==> src/core/dsr_defines.svh <==
// Notes on behaviour
// command 1xh seeks heads to cylinder zero
// failed seek sets track-zero error, status error
// disable command takes one sector before check
// matching password turns lock function off
// disable leaves stored master password intact
// host should disable only when unlocked
// disable sector: word0 bit0 selector, words1-16 password
// selector zero checks user, one checks master
// host sends prepare right before erase
// host sends prepare right before format
// prepare completes with no data phase
// erase without prior prepare is aborted
// erase covers block zero to physical last
// erase takes sector, aborts on mismatch
// erase word0: bit0 selector, bit1 mode; the device never reads bit1
// erase writes zeros, no verify, lists untouched
// erase success disables lock, keeps master
// lock off: erase skips password compare
// erase duration reported in identify word 89
// frozen mode rejects disable and erase
// sector data moves one 16-bit word per access
// abort sets aborted flag, error, busy clear
// any other command clears pending prepare
`ifndef DSR_DEFINES_SVH
`define DSR_DEFINES_SVH
`define DSR_CMD_RECAL_HI   4'h1
`define DSR_CMD_DISABLE    8'hf6
`define DSR_CMD_PREPARE    8'hf3
`define DSR_CMD_ERASE      8'hf4
`define DSR_CMD_FORMAT     8'hf7
`define DSR_SECTOR_WORDS   9'h100
`define DSR_PW_FIRST       9'h001
`define DSR_PW_LAST        9'h010
`define DSR_ERR_TRACK0_BIT 1
`define DSR_ERR_ABORT_BIT  2
`define DSR_ST_BSY_BIT     7
`define DSR_ST_RDY_BIT     6
`define DSR_ST_DSC_BIT     4
`define DSR_ST_DRQ_BIT     3
`define DSR_ST_ERR_BIT     0
`define DSR_CTL_SEL_BIT    0
`define DSR_CTL_MODE_BIT   1
`define DSR_ID_ERASE_WORD  8'h59
`define DSR_ERASE_MINUTES  16'h0001
`define DSR_LBA_W          28
`endif

==> src/core/dsr_pkg.sv <==
package dsr_pkg;
    typedef enum logic [2:0] {
        DSR_IDLE  = 3'b000,
        DSR_DATA  = 3'b001,
        DSR_CHECK = 3'b011,
        DSR_SEEK  = 3'b010,
        DSR_WIPE  = 3'b110,
        DSR_DONE  = 3'b111
    } dsr_state_e;
    typedef logic [15:0] dsr_word_t;
endpackage : dsr_pkg

==> src/core/dsr_if.sv <==
`timescale 1ns/1ps
// task-file link: command/head writes, status/error reads, 16-bit data port
interface dsr_if;
    logic [7:0]  command_code;
    logic        cmd_wr;
    logic [7:0]  drive_head_select;
    logic [15:0] data_wr;
    logic        data_wr_stb;
    logic [7:0]  command_status;
    logic [7:0]  error_flags;
    modport dev  (input command_code, cmd_wr, drive_head_select, data_wr, data_wr_stb,
                  output command_status, error_flags);
    modport host (output command_code, cmd_wr, drive_head_select, data_wr, data_wr_stb,
                  input command_status, error_flags);
endinterface : dsr_if

==> src/core/dsr_device.sv <==
`timescale 1ns/1ps
`include "dsr_defines.svh"
module dsr_device
    import dsr_pkg::*;
(
    input  wire logic                 sys_clk,
    input  wire logic                 sys_rst,
    input  wire logic                 clk_en,
    dsr_if.dev                        tf,
    input  wire logic                 frozen,
    input  wire logic                 seek_done,
    input  wire logic                 seek_fail,
    input  wire logic [`DSR_LBA_W-1:0] physical_last_block,
    input  wire logic                 wipe_ack,
    input  wire logic [8:0]           id_word_addr,
    output logic                      seek_start,
    output logic                      wipe_we,
    output logic [`DSR_LBA_W-1:0]     wipe_lba,
    output logic                      lock_enabled,
    output logic [15:0]               id_word_data
);
    dsr_state_e          state;
    logic [7:0]          cur_cmd;
    logic                prepared;
    logic [8:0]          word_cnt;
    logic                sel_master;
    logic                pw_match;
    logic [15:0]         user_pw   [1:16];
    logic [15:0]         master_pw [1:16];
    logic [7:0]          error_flags;
    logic [7:0]          status;

    function automatic logic [7:0] dsr_status(input logic busy, input logic drq, input logic err);
        dsr_status = 8'h00;
        dsr_status[`DSR_ST_BSY_BIT] = busy;
        dsr_status[`DSR_ST_RDY_BIT] = ~busy;
        dsr_status[`DSR_ST_DSC_BIT] = ~busy;
        dsr_status[`DSR_ST_DRQ_BIT] = drq;
        dsr_status[`DSR_ST_ERR_BIT] = err;
    endfunction : dsr_status

    assign tf.command_status = status;
    assign tf.error_flags    = error_flags;

    // stored passwords; only cleared to zero by reset, nothing in the project writes them
    always_ff @(posedge sys_clk)
    begin
        if (sys_rst)
        begin
            for (int i = 1; i <= 16; i++)
            begin
                user_pw[i]   <= 16'h0000;
                master_pw[i] <= 16'h0000;
            end
        end
    end

    always_ff @(posedge sys_clk)
    begin
        if (sys_rst)
        begin
            state        <= DSR_IDLE;
            cur_cmd      <= 8'h00;
            prepared     <= 1'b0;
            word_cnt     <= 9'h000;
            sel_master   <= 1'b0;
            pw_match     <= 1'b1;
            error_flags  <= 8'h00;
            status       <= dsr_status(1'b0, 1'b0, 1'b0);
            seek_start   <= 1'b0;
            wipe_we      <= 1'b0;
            wipe_lba     <= '0;
            lock_enabled <= 1'b0;
        end
        else if (clk_en)
        begin
            seek_start <= 1'b0;
            case (state)
                DSR_IDLE:
                begin
                    if (tf.cmd_wr)
                    begin
                        cur_cmd     <= tf.command_code;
                        error_flags <= 8'h00;
                        prepared    <= (tf.command_code == `DSR_CMD_PREPARE);
                        if (tf.command_code[7:4] == `DSR_CMD_RECAL_HI)
                        begin
                            seek_start <= 1'b1;
                            status     <= dsr_status(1'b1, 1'b0, 1'b0);
                            state      <= DSR_SEEK;
                        end
                        else if (tf.command_code == `DSR_CMD_PREPARE)
                            status <= dsr_status(1'b0, 1'b0, 1'b0);
                        else if ((tf.command_code == `DSR_CMD_DISABLE || tf.command_code == `DSR_CMD_ERASE)
                                 && frozen)
                        begin
                            error_flags[`DSR_ERR_ABORT_BIT] <= 1'b1; // see
                            status <= dsr_status(1'b0, 1'b0, 1'b1);
                        end
                        else if (tf.command_code == `DSR_CMD_ERASE && !prepared)
                        begin
                            error_flags[`DSR_ERR_ABORT_BIT] <= 1'b1; // see
                            status <= dsr_status(1'b0, 1'b0, 1'b1);
                        end
                        else if (tf.command_code == `DSR_CMD_DISABLE || tf.command_code == `DSR_CMD_ERASE)
                        begin
                            word_cnt <= 9'h000;
                            pw_match <= 1'b1;
                            status   <= dsr_status(1'b0, 1'b1, 1'b0);
                            state    <= DSR_DATA;
                        end
                        else
                        begin
                            error_flags[`DSR_ERR_ABORT_BIT] <= 1'b1;
                            status <= dsr_status(1'b0, 1'b0, 1'b1);
                        end
                    end
                end
                DSR_DATA:
                begin
                    if (tf.data_wr_stb)
                    begin
                        if (word_cnt == 9'h000)
                            sel_master <= tf.data_wr[`DSR_CTL_SEL_BIT]; // see
                        else if (word_cnt <= `DSR_PW_LAST)
                        begin

                            if (tf.data_wr != (sel_master ? master_pw[word_cnt[4:0]] : user_pw[word_cnt[4:0]]))
                                pw_match <= 1'b0;
                        end
                        word_cnt <= word_cnt + 9'h001;
                        if (word_cnt == `DSR_SECTOR_WORDS - 9'h001)
                        begin
                            status <= dsr_status(1'b1, 1'b0, 1'b0);
                            state  <= DSR_CHECK;
                        end
                    end
                end
                DSR_CHECK:
                begin
                    // unlocked erase ignores the compare
                    if (!pw_match && !(cur_cmd == `DSR_CMD_ERASE && !lock_enabled))
                    begin
                        error_flags[`DSR_ERR_ABORT_BIT] <= 1'b1; // see
                        status <= dsr_status(1'b0, 1'b0, 1'b1);
                        state  <= DSR_IDLE;
                    end
                    else if (cur_cmd == `DSR_CMD_ERASE)
                    begin
                        wipe_lba <= '0;
                        wipe_we  <= 1'b1;
                        state    <= DSR_WIPE;
                    end
                    else
                    begin
                        lock_enabled <= 1'b0; // see
                        status <= dsr_status(1'b0, 1'b0, 1'b0);
                        state  <= DSR_DONE;
                    end
                end
                DSR_SEEK:
                begin
                    if (seek_fail)
                    begin
                        error_flags[`DSR_ERR_TRACK0_BIT] <= 1'b1;
                        status <= dsr_status(1'b0, 1'b0, 1'b1);
                        state  <= DSR_IDLE;
                    end
                    else if (seek_done)
                    begin
                        status <= dsr_status(1'b0, 1'b0, 1'b0);
                        state  <= DSR_IDLE;
                    end
                end
                DSR_WIPE:
                begin
                    // zeros only, no read-back, defect lists untouched
                    if (wipe_ack)
                    begin
                        if (wipe_lba == physical_last_block)
                        begin
                            wipe_we      <= 1'b0;
                            lock_enabled <= 1'b0;
                            status <= dsr_status(1'b0, 1'b0, 1'b0);
                            state  <= DSR_DONE;
                        end
                        else
                            wipe_lba <= wipe_lba + `DSR_LBA_W'(1);
                    end
                end
                DSR_DONE:
                    state <= DSR_IDLE;
                default:
                    state <= DSR_IDLE;
            endcase
        end
    end

    always_ff @(posedge sys_clk)
    begin
        if (sys_rst)
            id_word_data <= 16'h0000;
        else if (clk_en)
            id_word_data <= (id_word_addr == {1'b0, `DSR_ID_ERASE_WORD}) ? `DSR_ERASE_MINUTES : 16'h0000;
    end
endmodule : dsr_device

==> src/flat_wrapper.sv <==
// flat-port wrapper written by rule: the top's interface ports become plain ports
module dsr_device_flat import dsr_pkg::*;
  (sys_clk, sys_rst, clk_en, frozen, seek_done, seek_fail, physical_last_block, wipe_ack, id_word_addr, seek_start, wipe_we, wipe_lba, lock_enabled, id_word_data, tf_command_code, tf_cmd_wr, tf_drive_head_select, tf_data_wr, tf_data_wr_stb, tf_command_status, tf_error_flags);
  dsr_if tf_i ();
  input  wire logic sys_clk;
  input  wire logic sys_rst;
  input  wire logic clk_en;
  input  wire logic frozen;
  input  wire logic seek_done;
  input  wire logic seek_fail;
  input  wire logic [`DSR_LBA_W-1:0] physical_last_block;
  input  wire logic wipe_ack;
  input  wire logic [8:0] id_word_addr;
  output logic seek_start;
  output logic wipe_we;
  output logic [`DSR_LBA_W-1:0] wipe_lba;
  output logic lock_enabled;
  output logic [15:0] id_word_data;
  input wire logic [$bits(tf_i.command_code)-1:0] tf_command_code;
  input wire logic [$bits(tf_i.cmd_wr)-1:0] tf_cmd_wr;
  input wire logic [$bits(tf_i.drive_head_select)-1:0] tf_drive_head_select;
  input wire logic [$bits(tf_i.data_wr)-1:0] tf_data_wr;
  input wire logic [$bits(tf_i.data_wr_stb)-1:0] tf_data_wr_stb;
  output wire logic [$bits(tf_i.command_status)-1:0] tf_command_status;
  output wire logic [$bits(tf_i.error_flags)-1:0] tf_error_flags;
  assign tf_i.command_code = tf_command_code;
  assign tf_i.cmd_wr = tf_cmd_wr;
  assign tf_i.drive_head_select = tf_drive_head_select;
  assign tf_i.data_wr = tf_data_wr;
  assign tf_i.data_wr_stb = tf_data_wr_stb;
  assign tf_command_status = tf_i.command_status;
  assign tf_error_flags = tf_i.error_flags;
  dsr_device u_core (.sys_clk(sys_clk), .sys_rst(sys_rst), .clk_en(clk_en), .tf(tf_i), .frozen(frozen), .seek_done(seek_done), .seek_fail(seek_fail), .physical_last_block(physical_last_block), .wipe_ack(wipe_ack), .id_word_addr(id_word_addr), .seek_start(seek_start), .wipe_we(wipe_we), .wipe_lba(wipe_lba), .lock_enabled(lock_enabled), .id_word_data(id_word_data));
endmodule
==> config.mk <==
export PLATFORM = sky130hd
export DESIGN_NAME = dsr_device_flat
export DESIGN_NICKNAME = d
export VERILOG_FILES = /design/src/core/dsr_pkg.sv /design/src/core/dsr_if.sv /design/src/core/dsr_device.sv /design/src/flat_wrapper.sv
export VERILOG_INCLUDE_DIRS = /design/src /design/src/core
export SDC_FILE = /design/constraint.sdc
export NUM_CORES = 1
export LEC_CHECK = 0
export BUFFER_PORTS_ARGS = -buffer_cell sky130_fd_sc_hd__buf_4
export CORE_MARGIN = 2
export CORE_UTILIZATION = 30
export CTS_BUF_LIST = sky130_fd_sc_hd__clkbuf_4 sky130_fd_sc_hd__clkbuf_8
export DETAILED_ROUTE_END_ITERATION = 7
export HOLD_SLACK_MARGIN = 0.05
export PLACE_DENSITY_LB_ADDON = 0.15
export SYNTH_ARGS = -nofsm -noshare
export SYNTH_HDL_FRONTEND = slang
export SYNTH_SLANG_ARGS = --single-unit
==> constraint.sdc <==
create_clock -name sys_clk -period 2.95 [get_ports sys_clk]
set_input_delay 0 -clock sys_clk [delete_from_list [all_inputs] [get_ports sys_clk]]
set_output_delay 0 -clock sys_clk [all_outputs]
set_load 0.05 [all_outputs]
==> metrics.txt <==
antenna cells 0; largest family of logic cells by synthesized area simple AND/OR/NAND/NOR gates; Arr. time, crit path 2910 ps; Synth Register Bits 59; row count 40; r2r worst-path depth 11; largest net degree at the start of global routing 31; compound-gate portion of the synthesized area 17.34%; crit-path cells ha_1, nand2_1, nor2_1, and3_1, ha_1, nor3b_1, a211oi_1, o221ai_1, a21o_1, or4_1, o31a_1; most frequent cells in the layout 115 x buf_4, 59 x dfxtp_1, 55 x nand2_1; ys flop type dfxtp_1; FFs w/ async S/R, synth 0%; placer congestion estimate 0.8870; fraction of layout cells with a size suffix above 1 24.11%; EDFF count, synth 0; Worst path slowest cell or4_1; Clock Sinks 59; Final Hold Viols 0; RSZ-0062 raised after global routing false; Setup Buffers After CTS 0; Max Slew Vio Count 0; syn_area_per_cell 7.835 um^2; XOR/XNOR Fraction of Synth Area 8.636%; post-route setup TNS 0 ps; multi-input logic area 0.002252 mm^2; crit-path max FO 6; I/O pin count 141; grt total ovfl 0; DR vias 3760; Yosys cell types 57; Die Ht 114.3 um; Max Freq 372.9 MHz; number of H-tree levels 3; CP Capture Point u_core.tf.command_status[6]$_SDFFE_PP1P_; Peak VDD IR 0.2351 mV; yosys warns 0; most common cell after layout, fill and taps aside buf_4; residual DRC count 0; Initial Util 30.52%; Layout Cells excl Fill 740; post-cts sizing count 0; antenna violations before repair 0; Final min period 2682 ps; adder-cell share of the synthesized area 1.371%; Synth Area in Simple Gates 31.22%; slowest stage delay, CP 500 ps; final worst-path cycle share 90.91%; PD cells 360.9 mW/mm^2; Critical Path Most Common Cell ha_1; clk buf depth 2; Final nets 670; worst skew pair latency 340 ps; Worst Setup End Kind flip-flop; Final Skew 6.904 ps; first-pass GRT wire length 16790 um; Startpoint Class flip-flop; clk slew on worst S/H paths 60 ps; Port Buf Inserts 107; FF-to-FF setup slack 270 ps; register area share after synthesis 32.35%; total track usage 16.09%; hpwl dp 7771 um; average wire per standard cell 14.14 um; fillers 1230; # setup viols final 0; Leak 2.079 nW; critical path type flip-flop to flip-flop; DIE AREA 0.01307 mm^2; die width 114.3 um; Reg area 0.001181 mm^2; multiplexer share of the synthesized area 0.5483%; Placed Instances 704; core area 0.01196 mm^2; MaxCap Viol Count 0; first drt pass iteration count 4; Critical Path RT 3180 ps; DRT iter0 DRCs 144; measured slew at the worst slew-check pin 632.7 ps; Post-Route WL 10470 um; antenna viol nets, final 0; Slew HR 57.82%; TritonCTS clock tree yes; RR Startpoint u_core.word_cnt[0]$_SDFFE_PP0P_; status completed; Worst Setup SP u_core.word_cnt[0]$_SDFFE_PP0P_; area delta synth->final 33.86%; Reg-to-Reg End u_core.tf.command_status[6]$_SDFFE_PP1P_; DR vias/cell 5.081; Root Buffer clkbuf_8; Post-Syn Area 0.003651 mm^2; Hold Path Class primary input to flip-flop; Post-Syn Instances 466; total CTS buffers 9; vias in the first global route 3382
report_power, final:
group / total (mW) / switching [mW] / internal [mW]
combinational: 0.268 / 0.159 / 0.109
clock: 0.685 / 0.309 / 0.376
sequential: 0.810 / 0.00455 / 0.805
stage by stage:
step / instance area, um^2 / utilization [%] / hold WS, ps / total power, mW / setup slack (ps)
final: 4887 / 40.86 / 59.74 / 1.764 / 268.0
after global routing: 4887 / 40.86 / 64.15 / 1.844 / 32.96
after CTS: 4887 / 40.86 / 50.11 / 1.796 / 282.8
after detailed placement: 4503 / 37.65 / 266.8 / 1.079 / 304.7
after global placement: 4503 / 37.65 / 258.6 / 1.078 / 343.3
after floorplan: 3741 / - / 136.0 / 1.002 / 550.3
cells in the mapped netlist, types with 5 or more instances:
master / n / area [um^2]
buf_2: 5 / 25.02
nor4_1: 13 / 81.33
buf_4: 26 / 195.2
or4_1: 9 / 67.56
xor2_1: 35 / 306.5
o21ai_0: 19 / 95.09
nor3_1: 9 / 45.04
nor2_1: 32 / 120.1
or3_1: 10 / 62.56
dfxtp_1: 59 / 1181
clkbuf_1: 16 / 60.06
nand3_1: 19 / 95.09
nand4_1: 17 / 106.4
a21o_1: 5 / 37.54
nand2_1: 55 / 206.5
inv_1: 6 / 22.52
a21oi_1: 39 / 195.2
o31ai_1: 7 / 52.55
a31o_2: 6 / 52.55
and3_1: 10 / 62.56
registers in the layout (all words and copies together), names as in the netlist:
name	count
u_core.seek_start	1
u_core.prepared	1
u_core.wipe_lba	28
u_core.pw_match	1
u_core.cur_cmd	8
u_core.wipe_we	1
u_core.state	3
u_core.tf.command_status	4
u_core.id_word_data	1
u_core.tf.error_flags	2
u_core.word_cnt	9
worst max-delay path, delay by kind of cell, from the launching register on:
kind / cells / cell delay [ps]
fa+ha+maj: 2 / 340
compound gates: 4 / 910
simple gates: 5 / 920
flops: 1 / 400
kinds of logic after synthesis:
group                      Yosys count
and+or+nand+nor                    211
AOI/OAI and AO/OA                   99
DFF                                 59
buffers and inverters               54
xor gates and xnor gates            36
adders and majority gates            4
muxes                                2
other                                1
what timing repair did:
item                                   4_1_cts  5_1_grt
hold buffers                                20        0
endpoints found under the hold margin       15        0
setup endpoints to repair                    0        0
per-layer routing:
metal  part of all wire [%]  GRT usage, %
met3                    6.0         3.653
met4                   0.99         4.553
met1                     46         21.27
met2                     48         26.35
met5                      0             0
worst min-delay path by stage:
stage,from,endpoint,depth (start not counted)
after floorplan,tf_command_code[0],u_core.cur_cmd[0]$_SDFFE_PP0P_,2
after global routing,clk_en,u_core.tf.error_flags[2]$_SDFFE_PP0P_,3
final,tf_cmd_wr,u_core.tf.error_flags[1]$_SDFFE_PP0P_,4
after CTS,tf_cmd_wr,u_core.tf.error_flags[1]$_SDFFE_PP0P_,4
after global placement,tf_command_code[3],u_core.cur_cmd[3]$_SDFFE_PP0P_,3
after detailed placement,tf_command_code[3],u_core.cur_cmd[3]$_SDFFE_PP0P_,3
area by class of cell:
| type | instances | share of cell area [%] |
|---|---|---|
| inverter | 6 | 0.4608 |
| sequential | 59 | 24.17 |
| tap | 147 | 3.763 |
| clock inverter | 2 | 0.2048 |
| clock buffer | 14 | 3.559 |
| timing repair buffer | 135 | 21.76 |
| multi-input combinational | 377 | 46.08 |
Note: power is estimated with default switching activity, not from simulation.
